==> config.mk <==
export PLATFORM = sky130hd
export DESIGN_NAME = trace_capture_port
export DESIGN_NICKNAME = d
export VERILOG_FILES = /design/src/rtl/record_fifo.v /design/src/rtl/trace_capture_port.v
export VERILOG_INCLUDE_DIRS = /design/src /design/src/rtl
export SDC_FILE = /design/constraint.sdc
export NUM_CORES = 1
export LEC_CHECK = 0
export BUFFER_PORTS_ARGS = -buffer_cell sky130_fd_sc_hd__buf_2
export CAP_MARGIN = 25
export CORE_MARGIN = 1.5
export CORE_UTILIZATION = 26
export DETAILED_ROUTE_END_ITERATION = 10
export SLEW_MARGIN = 20
export SYNTH_ARGS = -nofsm -noshare
export SYNTH_HDL_FRONTEND = slang
export SYNTH_SLANG_ARGS = --single-unit
==> constraint.sdc <==
create_clock -name sys_clk -period 4.7 [get_ports sys_clk]
set_clock_uncertainty 0.05 [all_clocks]
set_input_delay 0.94 -clock sys_clk [delete_from_list [all_inputs] [get_ports sys_clk]]
set_output_delay 0.94 -clock sys_clk [all_outputs]
set_load 0.02 [all_outputs]
==> src/rtl/trace_capture_defines.vh <==
`ifndef TRACE_CAPTURE_DEFINES_VH
`define TRACE_CAPTURE_DEFINES_VH

// ----------------------------------------
// Record layout
// ----------------------------------------
`define TAG_W 4
`define PAY_W 32
`define REC_W 36

// ----------------------------------------
// Record tags
// ----------------------------------------
`define TAG_RESUME 4'h1
`define TAG_TRIGGER 4'h2
`define TAG_PC_SERIAL 4'h3
`define TAG_BUS_BEAT 4'h4
`define TAG_LA_SAMPLE 4'h5
`define TAG_CORE_STATUS 4'h6

// ----------------------------------------
// Pin widths and sync vector positions
// ----------------------------------------
`define TD_W 8
`define TS_W 5
`define DS_W 3
`define BTS_W 5
`define SYNC_W 24
`define SY_SER 23
`define SY_TD_HI 22
`define SY_TD_LO 15
`define SY_TS_HI 14
`define SY_TS_LO 10
`define SY_XT 9
`define SY_DS_HI 8
`define SY_DS_LO 6
`define SY_PC 5
`define SY_BTS_HI 4
`define SY_BTS_LO 0
`define BTS_START 4

// ----------------------------------------
// Timing counts, in target core clock cycles, and payload alignment shifts in bits
// ----------------------------------------
`define PC_CYC_SHORT 5'h1b
`define PC_CYC_LONG 5'h1f
`define BUS_BEATS_MAX 3'h7
`define CNT5_ONE 5'h01
`define CNT5_ZERO 5'h00
`define IDX_ZERO 3'h0
`define IDX_ONE 3'h1
`define PC_ALIGN_LONG 2
`define PC_ALIGN_SHORT 6

// ----------------------------------------
// Reset values
// ----------------------------------------
// Serial line and PC line idle high, so their sync stages reset high to avoid a false start
`define RST_SYNC 24'h80_0020
`define RST_PAY 32'h0000_0000
`define RST_REC 36'h0_0000_0000

`endif

==> src/rtl/record_fifo.v <==
module record_fifo #(
  parameter WIDTH = 36,
  parameter DEPTH = 16,
  parameter AW = 4
) (
  // Clock and reset
  input wire sys_clk,
  input wire rst_n,
  // Fill side
  input wire in_valid,
  input wire [WIDTH-1:0] in_data,
  output wire in_ready,
  // Drain side
  input wire out_ready,
  output reg out_valid_q,
  output reg [WIDTH-1:0] out_data_q
);

  reg [WIDTH-1:0] mem [0:DEPTH-1];
  reg [AW-1:0] wr_ptr_q;
  reg [AW-1:0] rd_ptr_q;
  reg [AW:0] count_q;
  wire push;
  wire pop;
  wire [AW:0] depth_c;

  // ----------------------------------------
  // Flags
  // ----------------------------------------
  assign depth_c = DEPTH[AW:0];
  assign in_ready = (count_q != depth_c);
  assign push = in_valid && in_ready;
  // Output stage refills only when empty or drained, so a stalled sink really fills the array
  assign pop = (count_q != {(AW+1){1'b0}}) && (!out_valid_q || out_ready);

  always @(posedge sys_clk) begin
    if (push) begin
      mem[wr_ptr_q] <= in_data;
    end
  end

  always @(posedge sys_clk or negedge rst_n) begin
    if (!rst_n) begin
      wr_ptr_q <= {AW{1'b0}};
      rd_ptr_q <= {AW{1'b0}};
      count_q <= {(AW+1){1'b0}};
      out_valid_q <= 1'b0;
      out_data_q <= {WIDTH{1'b0}};
    end else begin
      if (push) begin
        wr_ptr_q <= (wr_ptr_q == DEPTH - 1) ? {AW{1'b0}} : wr_ptr_q + 1'b1;
      end
      if (pop) begin
        rd_ptr_q <= (rd_ptr_q == DEPTH - 1) ? {AW{1'b0}} : rd_ptr_q + 1'b1;
        out_data_q <= mem[rd_ptr_q];
        out_valid_q <= 1'b1;
      end else if (out_ready) begin
        out_valid_q <= 1'b0;
      end
      if (push && !pop) begin
        count_q <= count_q + 1'b1;
      end else if (pop && !push) begin
        count_q <= count_q - 1'b1;
      end
    end
  end

endmodule // record_fifo

==> src/rtl/trace_capture_port.v <==
// Operation
// - Break request drives debug serial line low; released line idles high by pull-up.
// - Logic-analyzer mode samples 17 target signals (14 trace lines plus 3 debug status lines) in each cycle with no resume, trigger, PC or bus beat record.
// - Record resume PC, trigger address and each serial PC as reference points.
// - Item mask restricts which bus trace items are captured and kept.
`include "trace_capture_defines.vh"

module trace_capture_port #(
  parameter FIFO_DEPTH = 16,
  parameter FIFO_AW = 4,
  parameter LA_W = 14
) (
  // Clock and reset
  input wire sys_clk,
  input wire rst_n,
  // Probe control
  input wire break_req,
  input wire la_mode,
  input wire pc_trace_en,
  input wire bus_trace_en,
  input wire pc_len_long,
  input wire [7:0] bus_item_mask,
  input wire resume_pulse,
  input wire [`PAY_W-1:0] resume_pc,
  input wire trigger_pulse,
  input wire [`PAY_W-1:0] trigger_addr,
  // Debug serial line, open drain
  input wire debug_serial_line_in,
  output reg debug_serial_line_out_q,
  output reg debug_serial_line_oe_n_q,
  // Trace pins from the target
  input wire [`TD_W-1:0] trace_data_lines,
  input wire [`TS_W-1:0] trace_status_lines,
  input wire extra_trace_line,
  input wire [`DS_W-1:0] debug_status_lines,
  input wire debug_pc_serial_out,
  input wire [`BTS_W-1:0] bus_trace_status_lines,
  // Record stream
  input wire rec_ready,
  output wire rec_valid,
  output wire [`REC_W-1:0] rec_data,
  // Status
  output reg overflow_q,
  output reg serial_line_low_q
);

  // ----------------------------------------
  // Record packing
  // ----------------------------------------
  function [`REC_W-1:0] make_rec;
    input [`TAG_W-1:0] tag;
    input [`PAY_W-1:0] pay;
    begin
      make_rec = {tag, pay};
    end
  endfunction

  // ----------------------------------------
  // Pin synchronisers
  // ----------------------------------------
  reg [`SYNC_W-1:0] sync1_q;
  reg [`SYNC_W-1:0] sync2_q;
  wire [`SYNC_W-1:0] pins_raw;

  assign pins_raw = {debug_serial_line_in, trace_data_lines, trace_status_lines,
                     extra_trace_line, debug_status_lines, debug_pc_serial_out,
                     bus_trace_status_lines};

  always @(posedge sys_clk or negedge rst_n) begin
    if (!rst_n) begin
      sync1_q <= `RST_SYNC;
      sync2_q <= `RST_SYNC;
    end else begin
      sync1_q <= pins_raw;
      sync2_q <= sync1_q;
    end
  end

  wire [`TD_W-1:0] td_s;
  wire [`TS_W-1:0] ts_s;
  wire xt_s;
  wire [`DS_W-1:0] ds_s;
  wire pc_s;
  wire [`BTS_W-1:0] bts_s;
  wire [LA_W-1:0] la_s;

  assign td_s = sync2_q[`SY_TD_HI:`SY_TD_LO];
  assign ts_s = sync2_q[`SY_TS_HI:`SY_TS_LO];
  assign xt_s = sync2_q[`SY_XT];
  assign ds_s = sync2_q[`SY_DS_HI:`SY_DS_LO];
  assign pc_s = sync2_q[`SY_PC];
  assign bts_s = sync2_q[`SY_BTS_HI:`SY_BTS_LO];
  assign la_s = {td_s, ts_s, xt_s};

  // ----------------------------------------
  // Forced break drive
  // ----------------------------------------
  // The line is only ever pulled low; high comes from the target pull-up
  always @(posedge sys_clk or negedge rst_n) begin
    if (!rst_n) begin
      debug_serial_line_out_q <= 1'b0;
      debug_serial_line_oe_n_q <= 1'b1;
      serial_line_low_q <= 1'b0;
    end else begin
      debug_serial_line_out_q <= 1'b0;
      debug_serial_line_oe_n_q <= ~break_req;
      serial_line_low_q <= ~sync2_q[`SY_SER];
    end
  end

  // ----------------------------------------
  // Serial PC receiver
  // ----------------------------------------
  localparam PC_IDLE = 1'b0;
  localparam PC_SHIFT = 1'b1;

  reg pc_state_q;
  reg [4:0] pc_left_q;
  reg [`PAY_W-1:0] pc_shift_q;
  reg pc_done_q;
  reg [`PAY_W-1:0] pc_value_q;
  wire [4:0] pc_len;

  // A start cycle plus payload; long frames carry four more bits
  assign pc_len = pc_len_long ? `PC_CYC_LONG : `PC_CYC_SHORT;

  always @(posedge sys_clk or negedge rst_n) begin
    if (!rst_n) begin
      pc_state_q <= PC_IDLE;
      pc_left_q <= `CNT5_ZERO;
      pc_shift_q <= `RST_PAY;
      pc_done_q <= 1'b0;
      pc_value_q <= `RST_PAY;
    end else begin
      pc_done_q <= 1'b0;
      case (pc_state_q)
        PC_IDLE: begin
          if (pc_trace_en && !pc_s) begin
            pc_state_q <= PC_SHIFT;
            pc_left_q <= pc_len - `CNT5_ONE;
            pc_shift_q <= `RST_PAY;
          end
        end
        PC_SHIFT: begin
          pc_shift_q <= {pc_s, pc_shift_q[`PAY_W-1:1]};
          pc_left_q <= pc_left_q - `CNT5_ONE;
          if (pc_left_q == `CNT5_ONE) begin
            pc_state_q <= PC_IDLE;
            pc_done_q <= 1'b1;
            // Align LSB-first payload to bit 0
            pc_value_q <= pc_len_long ? {pc_s, pc_shift_q[`PAY_W-1:1]} >> `PC_ALIGN_LONG
                                      : {pc_s, pc_shift_q[`PAY_W-1:1]} >> `PC_ALIGN_SHORT;
          end
        end
        default: begin
          pc_state_q <= PC_IDLE;
        end
      endcase
    end
  end

  // ----------------------------------------
  // Bus trace beat tracking
  // ----------------------------------------
  reg [2:0] bt_idx_q;
  reg bt_active_q;
  wire bt_start;
  wire [2:0] bt_idx_c;
  wire bt_keep;

  assign bt_start = bts_s[`BTS_START];
  // A start marker mid-record restarts the count; beats already kept from the partial record stay buffered
  assign bt_idx_c = bt_start ? `IDX_ZERO : bt_idx_q + `IDX_ONE;
  // Beats beyond the eighth are not part of any record
  assign bt_keep = bus_trace_en && (bt_start || (bt_active_q && bt_idx_q != `BUS_BEATS_MAX))
                   && bus_item_mask[bt_idx_c];

  always @(posedge sys_clk or negedge rst_n) begin
    if (!rst_n) begin
      bt_idx_q <= `IDX_ZERO;
      bt_active_q <= 1'b0;
    end else if (!bus_trace_en) begin
      bt_active_q <= 1'b0;
      bt_idx_q <= `IDX_ZERO;
    end else if (bt_start) begin
      bt_active_q <= 1'b1;
      bt_idx_q <= `IDX_ZERO;
    end else if (bt_active_q) begin
      if (bt_idx_q == `BUS_BEATS_MAX) begin
        bt_active_q <= 1'b0;
      end else begin
        bt_idx_q <= bt_idx_q + `IDX_ONE;
      end
    end
  end

  // ----------------------------------------
  // Core status change detect
  // ----------------------------------------
  reg [`DS_W-1:0] ds_prev_q;
  wire ds_change;

  assign ds_change = pc_trace_en && (ds_s != ds_prev_q);

  always @(posedge sys_clk or negedge rst_n) begin
    if (!rst_n) begin
      ds_prev_q <= {`DS_W{1'b0}};
    end else begin
      ds_prev_q <= ds_s;
    end
  end

  // ----------------------------------------
  // Record selection
  // ----------------------------------------
  // One record per cycle; lower-priority events in the same cycle count as lost
  reg wr_valid;
  reg [`REC_W-1:0] wr_data;
  reg lost;
  wire fifo_ready;
  wire [3:0] ev_cnt;

  assign ev_cnt = {3'h0, resume_pulse} + {3'h0, trigger_pulse} + {3'h0, pc_done_q}
                + {3'h0, bt_keep} + {3'h0, la_mode} + {3'h0, ds_change};

  always @* begin
    wr_valid = 1'b1;
    wr_data = `RST_REC;
    if (resume_pulse) begin
      wr_data = make_rec(`TAG_RESUME, resume_pc);
    end else if (trigger_pulse) begin
      wr_data = make_rec(`TAG_TRIGGER, trigger_addr);
    end else if (pc_done_q) begin
      wr_data = make_rec(`TAG_PC_SERIAL, pc_value_q);
    end else if (bt_keep) begin
      wr_data = make_rec(`TAG_BUS_BEAT, {16'h0000, bt_idx_c, ts_s, td_s});
    end else if (la_mode) begin
      wr_data = make_rec(`TAG_LA_SAMPLE, {15'h0000, ds_s, la_s});
    end else if (ds_change) begin
      wr_data = make_rec(`TAG_CORE_STATUS, {29'h0000_0000, ds_s});
    end else begin
      wr_valid = 1'b0;
    end
    lost = (ev_cnt > 4'h1) || (wr_valid && !fifo_ready);
  end

  // Capture never holds back the target; a full buffer drops and flags instead
  always @(posedge sys_clk or negedge rst_n) begin
    if (!rst_n) begin
      overflow_q <= 1'b0;
    end else if (lost) begin
      overflow_q <= 1'b1;
    end
  end

  // ----------------------------------------
  // Record buffer
  // ----------------------------------------
  record_fifo #(
    .WIDTH(`REC_W),
    .DEPTH(FIFO_DEPTH),
    .AW(FIFO_AW)
  ) u_fifo (
    .sys_clk(sys_clk),
    .rst_n(rst_n),
    .in_valid(wr_valid),
    .in_data(wr_data),
    .in_ready(fifo_ready),
    .out_ready(rec_ready),
    .out_valid_q(rec_valid),
    .out_data_q(rec_data)
  );

endmodule // trace_capture_port

# ---- Word level (Yosys, flattened, before mapping)
# Memories as Yosys holds them, arrays and structs flattened. A register that Yosys moved wholly into a read port is not among the register bits.
# Cells that the tools add are included.
dict set report op_classes {
  bitwise 3
  add_sub_neg 12
  n_lt_le_gt_ge 2
  reduce_logical 24
  eq_ne 10
  mux 42
}
# cell count
set op_table {}
lappend op_table {{two-way mux 35 bit} 6}
lappend op_table {{case mux 32 bit (2 select lines)} 1}
lappend op_table {{two-way mux 32 bit} 1}
lappend op_table {{two-way mux 30 bit} 1}
lappend op_table {{two-way mux 1 bit} 19}
lappend op_table {{two-way mux 3 bit} 6}
lappend op_table {{two-way mux 5 bit} 3}
lappend op_table {{logical AND 1 bit} 10}
lappend op_table {{case mux 5 bit (2 select lines)} 1}
lappend op_table {{subtractor 5 x 1 -> 5 bit, second input constant} 2}
lappend op_table {{adder 4 x 1 -> 4 bit} 2}
lappend op_table {{adder 4 x 1 -> 4 bit, second input constant} 2}
lappend op_table {{equality test 4 bit, second input constant} 2}
lappend op_table {{two-way mux 4 bit} 2}
lappend op_table {{zero test 1 bit} 6}
lappend op_table {{!= test 3 bit, second input constant} 2}
lappend op_table {{adder 5 x 1 -> 5 bit, second input constant} 1}
lappend op_table {{equality test 5 x 1 -> 1 bit, second input constant} 1}
lappend op_table {{!= test 5 bit, second input constant} 1}
lappend op_table {{nonzero test 5 bit} 1}
lappend op_table {{subtractor 4 x 2 -> 5 bit, second input constant} 1}
lappend op_table {{adder 3 x 1 -> 4 bit} 1}
lappend op_table {{> comparator 4 x 1 -> 1 bit, second input constant} 1}
lappend op_table {{< comparator 3 x 4 -> 1 bit, second input constant} 1}
lappend op_table {{13 further kinds} 19}
dict set report word_totals {
  out_inout_bits 41
  wordCells 112
  reg_bits 179
  n_memories 1
  mem_bits_rw 560
}
# memory words width read_ports rd_clocked_by_memory_dff wr line_no
set memory_table {}
lappend memory_table {u_fifo.mem 16 35 1 1 1 record_fifo.v:19} ;# reg [WIDTH-1:0] mem [0:DEPTH-1];

# ---- Logic depth before layout (Yosys ltp)
# Gate-level depths: netlist of the first run.
dict set report depth {
  word_depth 14
  ltp_mapped 18
  mapped_depth_nobuf 17
}

# ---- Cells and area by module
# Synthesis of the first run repeated with hierarchy kept, for this count alone.
dict set report unflattened {
  hier_cells 1824
  hier_area_um2 29417.0
}
# module seq_area_each_um2 cells_each area_per_inst_um2 instances
set by_module_without_submodules {}
lappend by_module_without_submodules {record_fifo 18547.8 1295 23920.4 1}
lappend by_module_without_submodules {trace_capture_port 2909.0 529 5496.5 1}

# ---- Worst setup path before layout of the first run
# Ideal clock, no wire load.
dict set report synth_timing {
  kind {input port to flip-flop}
  startpoint {in bus_item_mask[7]}
  endpoint {reg overflow_q}
  setup_ns 0.138
  arrival_time_ns 3.475
  path_stages 10
  setup_slack_ns 1.036
  required_ns 4.512
  path_buffers 2
  cell_sequence {mux4_1 -> nand4_2 -> o31ai_4 -> inv_4 -> buf_6 -> buf_8 -> fa_1 -> nor2_1 -> fa_1 -> or4_1}
}
dict set report synth_via {
  elab_chain_len 9
  elab_cells_between_ends 13
  classes_between {3 x add/sub; 1 x order compare; 6 x mux; 3 x reduce/logical}
}
# element line_no
set synth_lines {}
lappend synth_lines {{from (decl)} trace_capture_port.v:22} ;# input wire [7:0] bus_item_mask,
lappend synth_lines {{binary-select mux 1 bit (select 3 bit) (*)} trace_capture_port.v:176} ;# && bus_item_mask[bt_idx_c];
lappend synth_lines {{two-way mux 1 bit (implied by the code) (*)} trace_capture_port.v:176}
lappend synth_lines {{logical AND 1 bit (*)} trace_capture_port.v:175} ;# assign bt_keep = bus_trace_en && (bt_start || (bt_active_q && bt_idx_q != `BUS_BEATS_MAX))
lappend synth_lines {{parallel branches: the longest is 5 deep, another holds adder 3 x 1 -> 4 bit} n/a}
lappend synth_lines {{logical OR 1 bit (*)} trace_capture_port.v:244} ;# lost = (ev_cnt > 4'h1) || (wr_valid && !fifo_ready);
lappend synth_lines {{to (signal assigned)} trace_capture_port.v:250} ;# overflow_q <= 1'b0;
lappend synth_lines {{to (signal assigned)} trace_capture_port.v:252} ;# overflow_q <= 1'b1;
lappend synth_lines {{to (decl)} trace_capture_port.v:43} ;# output reg overflow_q,
# Every way passes the cells marked *. The select of a mux whose other input is x is not followed.
# A chain may end at the register's enable or synchronous reset.

# ---- Final worst setup path of the first run
dict set report layout_timing {
  startpoint {reg bt_idx_q[0]}
  endpoint {reg u_fifo.count_q[4]}
}
dict set report layout_via {
  elab_chain_len 13
  elab_cells_between_ends 19
  classes_between {1 x add/sub; 1 x eq/ne; 8 x mux; 9 x reduce/logical}
}
# element line_no
set layout_lines {}
lappend layout_lines {{from (decl)} trace_capture_port.v:165} ;# reg [2:0] bt_idx_q;
lappend layout_lines {{from (signal assigned)} trace_capture_port.v:180} ;# bt_idx_q <= `IDX_ZERO;
lappend layout_lines {{from (signal assigned)} trace_capture_port.v:184} ;# bt_idx_q <= `IDX_ZERO;
lappend layout_lines {{from (signal assigned)} trace_capture_port.v:187} ;# bt_idx_q <= `IDX_ZERO;
lappend layout_lines {{adder 3 x 1 -> 3 bit (no line) or != test 3 bit (tied branches)} n/a}
lappend layout_lines {{two-way mux 3 bit (no line) or logical AND 1 bit (tied branches)} n/a}
lappend layout_lines {{binary-select mux 1 bit (select 3 bit) or logical OR 1 bit (tied branches)} {trace_capture_port.v:176, trace_capture_port.v:175}}
lappend layout_lines {{two-way mux 1 bit (implied by the code) or logical AND 1 bit (tied branches)} {trace_capture_port.v:176, trace_capture_port.v:175}}
lappend layout_lines {{logical AND 1 bit (*)} trace_capture_port.v:175}
lappend layout_lines {{two-way mux 1 bit (*)} trace_capture_port.v:235} ;# end else if (bt_keep) begin
lappend layout_lines {{two-way mux 1 bit (*)} trace_capture_port.v:233} ;# end else if (pc_done_q) begin
lappend layout_lines {{two-way mux 1 bit (*)} trace_capture_port.v:231} ;# end else if (trigger_pulse) begin
lappend layout_lines {{two-way mux 1 bit (*)} trace_capture_port.v:229} ;# if (resume_pulse) begin
lappend layout_lines {{logical AND 1 bit (*)} record_fifo.v:32} ;# assign push = in_valid && in_ready;
lappend layout_lines {{zero test 1 bit} record_fifo.v:62} ;# end else if (pop && !push) begin
lappend layout_lines {{logical AND 1 bit} record_fifo.v:62}
lappend layout_lines {{nonzero test 2 bit (no line)} n/a}
lappend layout_lines {{to (signal assigned)} record_fifo.v:46} ;# count_q <= {(AW+1){1'b0}};
lappend layout_lines {{to (signal assigned)} record_fifo.v:61} ;# count_q <= count_q + 1'b1;
lappend layout_lines {{to (signal assigned)} record_fifo.v:63} ;# count_q <= count_q - 1'b1;
lappend layout_lines {{to (decl)} record_fifo.v:22} ;# reg [AW:0] count_q;
# Mark *: on every way between the ends. The rest lies on a longest branch, timed or not. The select of a mux whose other input is x is not followed.

==> impl_metrics.ini, run 1 <==
[routing]
detailroute.via_count = 15600
vias_per_cell = 4.72
drt_drc_violations_left = 0
detailedRoute.firstIterationViolations = 1149
wl_per_cell_um = 21.5
number_of_nets_with_antenna_violations_after_detailed_routing = 0
drt_wl_total_mm = 70.8
first_pass_iters = 5

[yosys]
synth_cell_type_count = 56
synth_seq_cells = 725
synth-edff-count = 560
ys_async_sr_fraction_pct = 22.8
seq_total_area_yosys_pct = 73.7
post_synth_top_flop = sky130_fd_sc_hd__edfxtp_1
syn_area_per_cell_sq_um = 17.3
synth.yosys.warnings = 0
syn_area_sq_um = 28400
syn-instance-count = 1642

[placement]
detailed_place_hpwl_mm = 43.2
dp_cells = 3161
final_weighted_congestion_in_routability_driven_placement = 0.791
input_output_buffers = 140

[clock_tree]
cts-hold-fix-buffers = 0
total_of_cells_resized_after_clock_tree_synthesis = 0
clk_path_buf_depth = 3
cts.reportedPaths.clkPinSlew_ns = 0.07
cts_buffers = 72
tritoncts_num_sinks = 725
h-tree-depth = 3
tritoncts = done
cts-root-buf = sky130_fd_sc_hd__clkbuf_16
clock_insertion_delay_worst_skew_ns = 0.62
post_cts_buffers = 0

[timing]
max_slew_margin_pct = 40.5
tightest_slew_ns = 0.889
period_share_pct = 85.8
fin_crit_ns = 4.03
clock.fmax_mhz = 248
grt_setup_unrepaired = false
finalSetupTns_ns = 0
setup_viol = 0
timing.final.hold_violations = 0
slew_violations = 0

[power_and_ir_drop]
leakage_nw = 11.9
power-per-cell-area_nw_per_um2 = 621
fin_total_pwr_mw = 21.0
vdd.ir_drop.worst_mv = 0.436

[finish]
diodes = 0
final_common_cell = sky130_fd_sc_hd__edfxtp_1
num-fill-cells = 10500
final_nets = 1946
final_cell_mix = sky130_fd_sc_hd__edfxtp_1 (560), sky130_fd_sc_hd__dfrtp_1 (157), sky130_fd_sc_hd__nand2_1 (146)
drive_above_1_share_pct = 25.3
layout.cells.non_filler = 3296
area.growth.synth_to_final_pct = 18.8

[critical_path]
cp-startpoint = bt_idx_q[0]$_DFFE_PN0P_
critPathLaunchType = flip-flop
crit_path_cell_trace = ha_1 > ha_1 > nor2b_4 > o21ai_0 > inv_1 > nand4_2 > o31ai_4 > inv_4 > a21boi_4 > ha_1 > inv_1 > fa_1 > a21o_1 > a21oi_1 > xnor2_1 > nor2_1 > xor2_1
critical_path.most_common_cell = sky130_fd_sc_hd__ha_1
rr_startpoint = bt_idx_q[0]$_DFFE_PN0P_
critical_path_peak_fanout = 15
cp.arrival_ns = 4.49
cp_slowest_stage_delay_ns = 0.48
critical_path_class = flip-flop to flip-flop
cp_data_required_time_ns = 5.16
timing.critical_path.slowest_stage_cell = sky130_fd_sc_hd__dfrtp_1
timing.critical_path.to_type = flip-flop

[floorplanning]
dieArea_sq_um = 111000
core_area_sq_um = 109000
num_io_pins = 147
fp-row-count = 121
dieWidth_um = 334
floorplan.initialDensity_pct = 26.2
chipHeight_um = 334

[run]
cap_viol_max_count = 0

[global_routing]
grt_first_pass_wirelength_mm = 105
antenna_violations_before_repair = 2
grt.total_usage_pct = 12.5
grt_start_max_net_pins = 122
grt_pass1_vias = 16100
gr-total-overflow = 0

[status]
run_status = complete, no violations

[min_path]
hold_class = primary input to asynchronous set/reset pin
-- state kept, by name (all words and copies together) (netlist names), 3 cells and up --
register	flops
u_fifo.wr_ptr_q	4
u_fifo.count_q	5
u_fifo.rd_ptr_q	4
pc_shift_q	29
sync2_q	20
u_fifo.mem	560
sync1_q	20
ds_prev_q	3
pc_value_q	30
bt_idx_q	3
u_fifo.out_data_q	35
pc_left_q	5
-- metal layers --
layer  global-route usage [%]  part of all wire (%)  vias up
met5                        0                0.0099        -
met4                     4.32                   2.6        2
li1                         -                     -     6871
met2                     21.3                    49      515
met3                     1.93                   5.5      110
met1                     16.3                    43     8066
-- final timing paths --
path | to | depth (start not counted) | slack (ns)
min in group sys_clk | sync2_q[14]$_DFF_PN0_ | 0 | 0.30
max | u_fifo.count_q[4]$_DFFE_PN0P_ | 17 | 0.67
max reg2reg | u_fifo.count_q[4]$_DFFE_PN0P_ | 17 | 0.67
min reg2reg | sync2_q[14]$_DFF_PN0_ | 0 | 0.30
max in group asynchronous | sync2_q[14]$_DFF_PN0_ | 3 | 3.28
min | sync2_q[22]$_DFF_PN0_ | 1 | 0.13
-- synthesized netlist by cell type, drive strengths merged, types with 2 or more instances --
master,count,area (sq um)
nor3,5,30.0
edfxtp,560,16800
and2,5,31.3
mux2,6,67.6
or4,2,15.0
o221ai,70,613
o21ai,125,626
nand3,13,65.1
xnor2,8,70.1
and3,12,75.1
nor2,35,131
fa,4,80.1
a22oi,17,128
a211oi,4,30.0
nand4,3,25.0
nand3b,2,15.0
a31oi,14,87.6
nand2b,4,25.0
or3,2,12.5
nor2b,5,38.8
nand2,146,548
inv,19,73.8
mux2i,98,981
o22ai,14,87.6
ha,13,163
a21oi,30,150
buf,44,260
xor2,3,26.3
mux4,106,2390
clkbuf,61,229
a21o,5,37.5
a22o,30,263
dfstp,5,131
dfrtp,160,4000
-- cell families (layout without fill, tap and decap cells) --
logic type      after synthesis  after routing  synth area share (%)
mux                         210            210                  12.1
simple gates                236            236                  3.60
buf+inv                     124            363                  1.98
flops                       725            725                  73.7
other cells                   1              2                0.0132
fa+ha+maj                    17             17                 0.853
compound gates              318            318                  7.47
xor+xnor                     11             11                 0.339
-- where the power goes --
| part | total, mW | switching [mW] | internal [mW] |
|---|---|---|---|
| registers | 9.13 | 0.714 | 8.41 |
| logic | 5.80 | 3.47 | 2.33 |
| clock network | 6.03 | 2.46 | 3.57 |
| total | 21.0 | 6.65 | 14.3 |
-- worst max-delay path, delay by kind of cell, from the launching register on --
family                     cells  cell delay, ns
AOI/OAI and AO/OA              5            1.09
and+or+nand+nor                3            0.46
adders and majority gates      4            1.17
DFF                            1            0.48
xor gates and xnor gates       2            0.28
buffers and inverters          3            0.38
-- final cells by class --
class                      count  area, sq um  share of cell area [%]
inverter                      19         73.8                   0.219
timing repair buffer         211         1470                    4.36
sequential                   725        21000                    62.1
tap                         1414         1770                    5.24
clock buffer                  92         2050                    6.07
clock inverter                41          479                    1.42
multi-input combinational    794         6970                    20.6
-- per-stage QoR --
stage          util (%)  setup WS (ns)  hold WS [ns]  area [sq um]
3_5_place_dp       28.7          0.649         0.285         31200
6_report           31.1          0.668         0.133         33800
2_1_floorplan         -           1.04         0.281         28400
5_1_grt            31.1          0.416         0.157         33800
3_3_place_gp       28.7          0.846         0.289         31200
4_1_cts            31.0          0.658         0.296         33700
No activity file was read; power rests on OpenSTA's default activity.
==> run 2: changes to the inputs <==
- CTS_BUF_LIST: not set -> sky130_fd_sc_hd__clkbuf_8
==> impl_metrics.ini, run 2 (synthesized netlist as in run 1, its figures left out) <==
[critical_path]
timing.critical_path.to_type = flip-flop
crit_path_cell_trace = ha_1 > ha_1 > nor2b_4 > o21ai_0 > inv_1 > nand4_2 > o31ai_4 > inv_4 > a21boi_4 > ha_1 > inv_1 > fa_1 > a21o_1 > a21oi_1 > xnor2_1 > nor2_1 > xor2_1
critPathLaunchType = flip-flop
critical_path.most_common_cell = sky130_fd_sc_hd__ha_1
cp_slowest_stage_delay_ns = 0.48
timing.critical_path.slowest_stage_cell = sky130_fd_sc_hd__dfrtp_1
critical_path_class = flip-flop to flip-flop
cp_data_required_time_ns = 5.26
critical_path_peak_fanout = 15
cp.arrival_ns = 4.57

[power_and_ir_drop]
vdd.ir_drop.worst_mv = 0.424
power-per-cell-area_nw_per_um2 = 600
p_clk_share_pct = 25.6
leakage_nw = 11.9
power.switching_fraction_pct = 32.8
internal-power_mw = 13.5
seq_power_share_pct = 45.5
p_switching_mw = 6.59
fin_total_pwr_mw = 20.1
power.share.combinational_pct = 28.9

[floorplanning]
fp-row-count = 121
num_io_pins = 147
core_area_sq_um = 109000
dieArea_sq_um = 111000
floorplan.initialDensity_pct = 26.2
dieWidth_um = 334
chipHeight_um = 334

[placement]
placed_area_sq_um = 31200
detailed_place_hpwl_mm = 43.2
input_output_buffers = 140
final_weighted_congestion_in_routability_driven_placement = 0.791

[global_routing]
grt_pass1_vias = 16400
grt_start_max_net_pins = 122
grt.total_usage_pct = 12.6
antenna_violations_before_repair = 3
grt_first_pass_wirelength_mm = 105
gr-total-overflow = 0

[min_path]
hold_class = primary input to asynchronous set/reset pin

[routing]
wl_per_cell_um = 21.1
number_of_nets_with_antenna_violations_after_detailed_routing = 0
detailedRoute.firstIterationViolations = 1076
first_pass_iters = 5
drt_wl_total_mm = 70.8
detailroute.via_count = 15700
drt_drc_violations_left = 0
vias_per_cell = 4.67

[finish]
final_common_cell = sky130_fd_sc_hd__edfxtp_1
largestRegisters = u_fifo.mem x560, u_fifo.out_data_q x35, pc_value_q x30
num-fill-cells = 10600
area.growth.synth_to_final_pct = 17.6
seq_area_sq_um = 21000
number_of_flip_flops_in_the_largest_register = 560
final_nets = 1982
drive_above_1_share_pct = 25.9
multi_input_comb_area_sq_um = 6970
final_cell_mix = sky130_fd_sc_hd__edfxtp_1 (560), sky130_fd_sc_hd__dfrtp_1 (157), sky130_fd_sc_hd__nand2_1 (146)
largest-register = u_fifo.mem
layout.cell_area.non_filler_sq_um = 33400

[status]
run_status = complete, no violations

[timing]
max_slew_margin_pct = 40.8
fin_crit_ns = 4.02
setup_viol = 0
tightest_slew_ns = 0.888
grt_setup_unrepaired = false
finalSetupTns_ns = 0
period_share_pct = 85.4
clock.fmax_mhz = 249
timing.final.hold_violations = 0
slew_violations = 0

[run]
cap_viol_max_count = 0

[clock_tree]
cts-root-buf = sky130_fd_sc_hd__clkbuf_8
post_cts_buffers = 0
cts.reportedPaths.clkPinSlew_ns = 0.07
total_of_cells_resized_after_clock_tree_synthesis = 0
h-tree-depth = 3
tritoncts_num_sinks = 725
tritoncts = done
cts_buffers = 109
cts-hold-fix-buffers = 0
clock_insertion_delay_worst_skew_ns = 0.73
clk_path_buf_depth = 3
run 2: cell count changes in the layout (fill, tap and decap cells not counted), sizes merged:
cell    previous run  this run
diode              0         1
clkinv            22        36
clkbuf            92       120
buf              211       210
inv               24        51
bufinv             8         7
run 2: metal layers:
layer,global-route usage (%),part of all wire (%)
met2,21.5,49
met4,4.51,2.6
met1,16.1,42
met5,0,0.020
met3,2.26,5.9
run 2: final timing paths:
kind	from	end	slack, ns	depth (start not counted)
setup reg to reg	bt_idx_q[0]$_DFFE_PN0P_	u_fifo.count_q[4]$_DFFE_PN0P_	0.68	17
hold / removal	rst_n	sync1_q[17]$_DFF_PN0_	0.03	1
max in group asynchronous	rst_n	u_fifo.out_data_q[9]$_DFFE_PN0P_	3.37	3
setup / recovery	bt_idx_q[0]$_DFFE_PN0P_	u_fifo.count_q[4]$_DFFE_PN0P_	0.68	17
min in group sys_clk	trace_data_lines[1]	sync1_q[16]$_DFF_PN0_	0.27	1
hold reg to reg	sync1_q[9]$_DFF_PN0_	sync2_q[9]$_DFF_PN0_	0.30	0
run 2: area by class of cell:
type / count / area share [%]
Antenna cell: 1 / 0.00748
Clock buffer: 120 / 4.94
Clock inverter: 81 / 1.62
Inverter: 19 / 0.221
Multi-Input combinational cell: 794 / 20.9
Sequential cell: 725 / 62.7
Tap cell: 1414 / 5.29
Timing Repair Buffer: 210 / 4.39
run 2: power groups by stage:
stage	clock [mW]	combinational, mW	sequential (mW)
final	5.14	5.80	9.13
after global routing	5.54	6.32	9.27
after CTS	5.29	5.95	9.14
after detailed placement	0	5.94	9.27
after global placement	0	5.81	9.18
after floorplan	0	3.78	9.12
run 2: metrics by stage:
stage	hold slack (ns)	utilization, %	cells	setup WS (ns)
after floorplan	0.281	-	1643	1.04
after global placement	0.289	28.7	3161	0.846
after detailed placement	0.285	28.7	3161	0.649
after CTS	0.189	30.7	3362	0.670
after global routing	0.0442	30.8	3364	0.430
final	0.0339	30.8	3364	0.685
run 2: worst max-delay path, delay by kind of cell (launching register included):
kind | cells | cell delay [ns]
adders and majority gates | 4 | 1.17
AOI/OAI and AO/OA | 5 | 1.09
DFF | 1 | 0.48
and+or+nand+nor | 3 | 0.47
buffers and inverters | 3 | 0.38
xor gates and xnor gates | 2 | 0.28
==> run 3: changes to the inputs <==
- CTS_BUF_LIST: sky130_fd_sc_hd__clkbuf_8 -> sky130_fd_sc_hd__clkbuf_16
==> impl_metrics.ini, run 3 (synthesized netlist as in run 1, its figures left out) <==
[routing]
drt_wl_total_mm = 70.8
detailedRoute.firstIterationViolations = 1092
vias_per_cell = 4.73
wl_met1_mm = 30.6
wl_per_cell_um = 21.5
met3WireLength_mm = 3.53
top_layer_used = met5
first_pass_iters = 5
detailroute.via_count = 15600
number_of_nets_with_antenna_violations_after_detailed_routing = 0
routed-wl-met2_mm = 34.8
drt_drc_violations_left = 0

[floorplanning]
dieArea_sq_um = 111000
chipHeight_um = 334
fp-row-count = 121
dieWidth_um = 334
core_area_sq_um = 109000
num_io_pins = 147
floorplan.initialDensity_pct = 26.2

[critical_path]
critical_path.most_common_cell = sky130_fd_sc_hd__ha_1
worstRegToRegCells = 17
cp_data_required_time_ns = 5.16
timing.critical_path.to_type = flip-flop
critPathLaunchType = flip-flop
rr_startpoint = bt_idx_q[0]$_DFFE_PN0P_
reg2reg_setup_slack_ns = 0.66
critical_path_peak_fanout = 15
timing.critical_path.slowest_stage_cell = sky130_fd_sc_hd__dfrtp_1
cp_slowest_stage_delay_ns = 0.48
crit_path_cell_trace = ha_1 > ha_1 > nor2b_4 > o21ai_0 > inv_1 > nand4_2 > o31ai_4 > inv_4 > a21boi_4 > ha_1 > inv_1 > fa_1 > a21o_1 > a21oi_1 > xnor2_1 > nor2_1 > xor2_1
critical_path_class = flip-flop to flip-flop
critical_path.top_delay_family = adder cells
critical_path_buf_inv_count = 3
cp.arrival_ns = 4.50
cp-startpoint = bt_idx_q[0]$_DFFE_PN0P_
crit_reg_reg_endpoint = u_fifo.count_q[4]$_DFFE_PN0P_

[status]
run_status = complete, no violations

[placement]
dp_cells = 3161
final_weighted_congestion_in_routability_driven_placement = 0.791
detailed_place_hpwl_mm = 43.2
input_output_buffers = 140

[timing]
grt_setup_unrepaired = false
timing.final.hold_violations = 0
period_share_pct = 86.0
max_slew_margin_pct = 40.8
finalSetupTns_ns = 0
fin_crit_ns = 4.04
clock.fmax_mhz = 247
tightest_slew_ns = 0.886
slew_violations = 0
setup_viol = 0

[global_routing]
gr-total-overflow = 0
grt_first_pass_wirelength_mm = 105
grt_pass1_vias = 16100
antenna_violations_before_repair = 2
grt_start_max_net_pins = 122
grt.total_usage_pct = 12.5

[power_and_ir_drop]
fin_total_pwr_mw = 20.8
p_switching_mw = 6.67
power.switching_fraction_pct = 32.0
power-per-cell-area_nw_per_um2 = 618
power.share.combinational_pct = 27.9
vdd.ir_drop.worst_mv = 0.433
p_clk_share_pct = 28.2
internal-power_mw = 14.2
seq_power_share_pct = 43.9
leakage_nw = 11.9

[finish]
layout.cells.non_filler = 3296
num-fill-cells = 10500
largestRegisters = u_fifo.mem x560, u_fifo.out_data_q x35, pc_value_q x30
final_common_cell = sky130_fd_sc_hd__edfxtp_1
area.growth.synth_to_final_pct = 18.4
largest-register = u_fifo.mem
drive_above_1_share_pct = 25.0
diodes = 0
final_nets = 1946
final_cell_mix = sky130_fd_sc_hd__edfxtp_1 (560), sky130_fd_sc_hd__dfrtp_1 (157), sky130_fd_sc_hd__nand2_1 (146)
number_of_flip_flops_in_the_largest_register = 560

[clock_tree]
clock_insertion_delay_worst_skew_ns = 0.62
cts-hold-fix-buffers = 0
cts-root-buf = sky130_fd_sc_hd__clkbuf_16
post_cts_buffers = 0
tritoncts_num_sinks = 725
h-tree-depth = 3
tritoncts = done
total_of_cells_resized_after_clock_tree_synthesis = 0
cts_buffers = 72
cts.reportedPaths.clkPinSlew_ns = 0.07
clk_path_buf_depth = 3

[run]
cap_viol_max_count = 0

[min_path]
hold_class = primary input to asynchronous set/reset pin
-- run 3: cell types whose count changed in the layout (fill, tap and decap cells not counted), moves of 3 or more --
cell	change
sky130_fd_sc_hd__inv_1	-23
sky130_fd_sc_hd__clkinv_1	-10
sky130_fd_sc_hd__clkinv_4	+3
sky130_fd_sc_hd__inv_6	+3
sky130_fd_sc_hd__clkbuf_16	+76
sky130_fd_sc_hd__clkbuf_8	-120
-- run 3: through the flow --
step	hold slack, ns	utilization [%]	instance area, sq um	setup WS [ns]
6_report	0.135	31.0	33700	0.657
5_1_grt	0.157	31.0	33700	0.416
4_1_cts	0.296	31.0	33600	0.658
3_5_place_dp	0.285	28.7	31200	0.649
3_3_place_gp	0.289	28.7	31200	0.846
2_1_floorplan	0.281	-	28400	1.04
-- run 3: worst max path at each step --
stage               cells past startpoint                       endpoint
finish                                 17  u_fifo.count_q[4]$_DFFE_PN0P_
global route                           17  u_fifo.count_q[4]$_DFFE_PN0P_
CTS                                    17  u_fifo.count_q[4]$_DFFE_PN0P_
detailed placement                     17  u_fifo.count_q[4]$_DFFE_PN0P_
global placement                       17  u_fifo.count_q[4]$_DFFE_PN0P_
floorplan                              10         overflow_q$_DFFE_PN0P_
-- run 3: cell type report --
type / instances / area [sq um] / area share (%)
sequential: 725 / 21000 / 62.2
multi-input combinational: 794 / 6970 / 20.7
inverter: 19 / 73.8 / 0.219
tap: 1414 / 1770 / 5.25
clock buffer: 76 / 1900 / 5.65
timing repair buffer: 211 / 1470 / 4.37
clock inverter: 57 / 539 / 1.60
-- run 3: worst register-to-register path, stage by stage, from the launching register on --
cell	delay [ns]
sky130_fd_sc_hd__dfrtp_1	0.48
sky130_fd_sc_hd__ha_1	0.26
sky130_fd_sc_hd__ha_1	0.21
sky130_fd_sc_hd__nor2b_4	0.17
sky130_fd_sc_hd__o21ai_0	0.20
sky130_fd_sc_hd__inv_1	0.14
sky130_fd_sc_hd__nand4_2	0.23
sky130_fd_sc_hd__o31ai_4	0.19
sky130_fd_sc_hd__inv_4	0.12
sky130_fd_sc_hd__a21boi_4	0.34
sky130_fd_sc_hd__ha_1	0.27
sky130_fd_sc_hd__inv_1	0.12
sky130_fd_sc_hd__fa_1	0.43
sky130_fd_sc_hd__a21o_1	0.18
sky130_fd_sc_hd__a21oi_1	0.18
sky130_fd_sc_hd__xnor2_1	0.14
sky130_fd_sc_hd__nor2_1	0.07
sky130_fd_sc_hd__xor2_1	0.14
-- run 3: metal layers --
layer,vias to the layer above,GRT usage [%]
li1,6877,-
met2,480,21.3
met5,-,0
met1,8122,16.3
met3,113,1.96
met4,2,4.32
-- run 3: power by group through the flow --
stage,Combinational [mW],Clock [mW],Sequential (mW)
2_1_floorplan,3.78,0,9.12
3_3_place_gp,5.81,0,9.18
3_5_place_dp,5.94,0,9.27
4_1_cts,5.95,5.99,9.14
5_1_grt,6.32,6.22,9.27
6_report,5.81,5.87,9.13
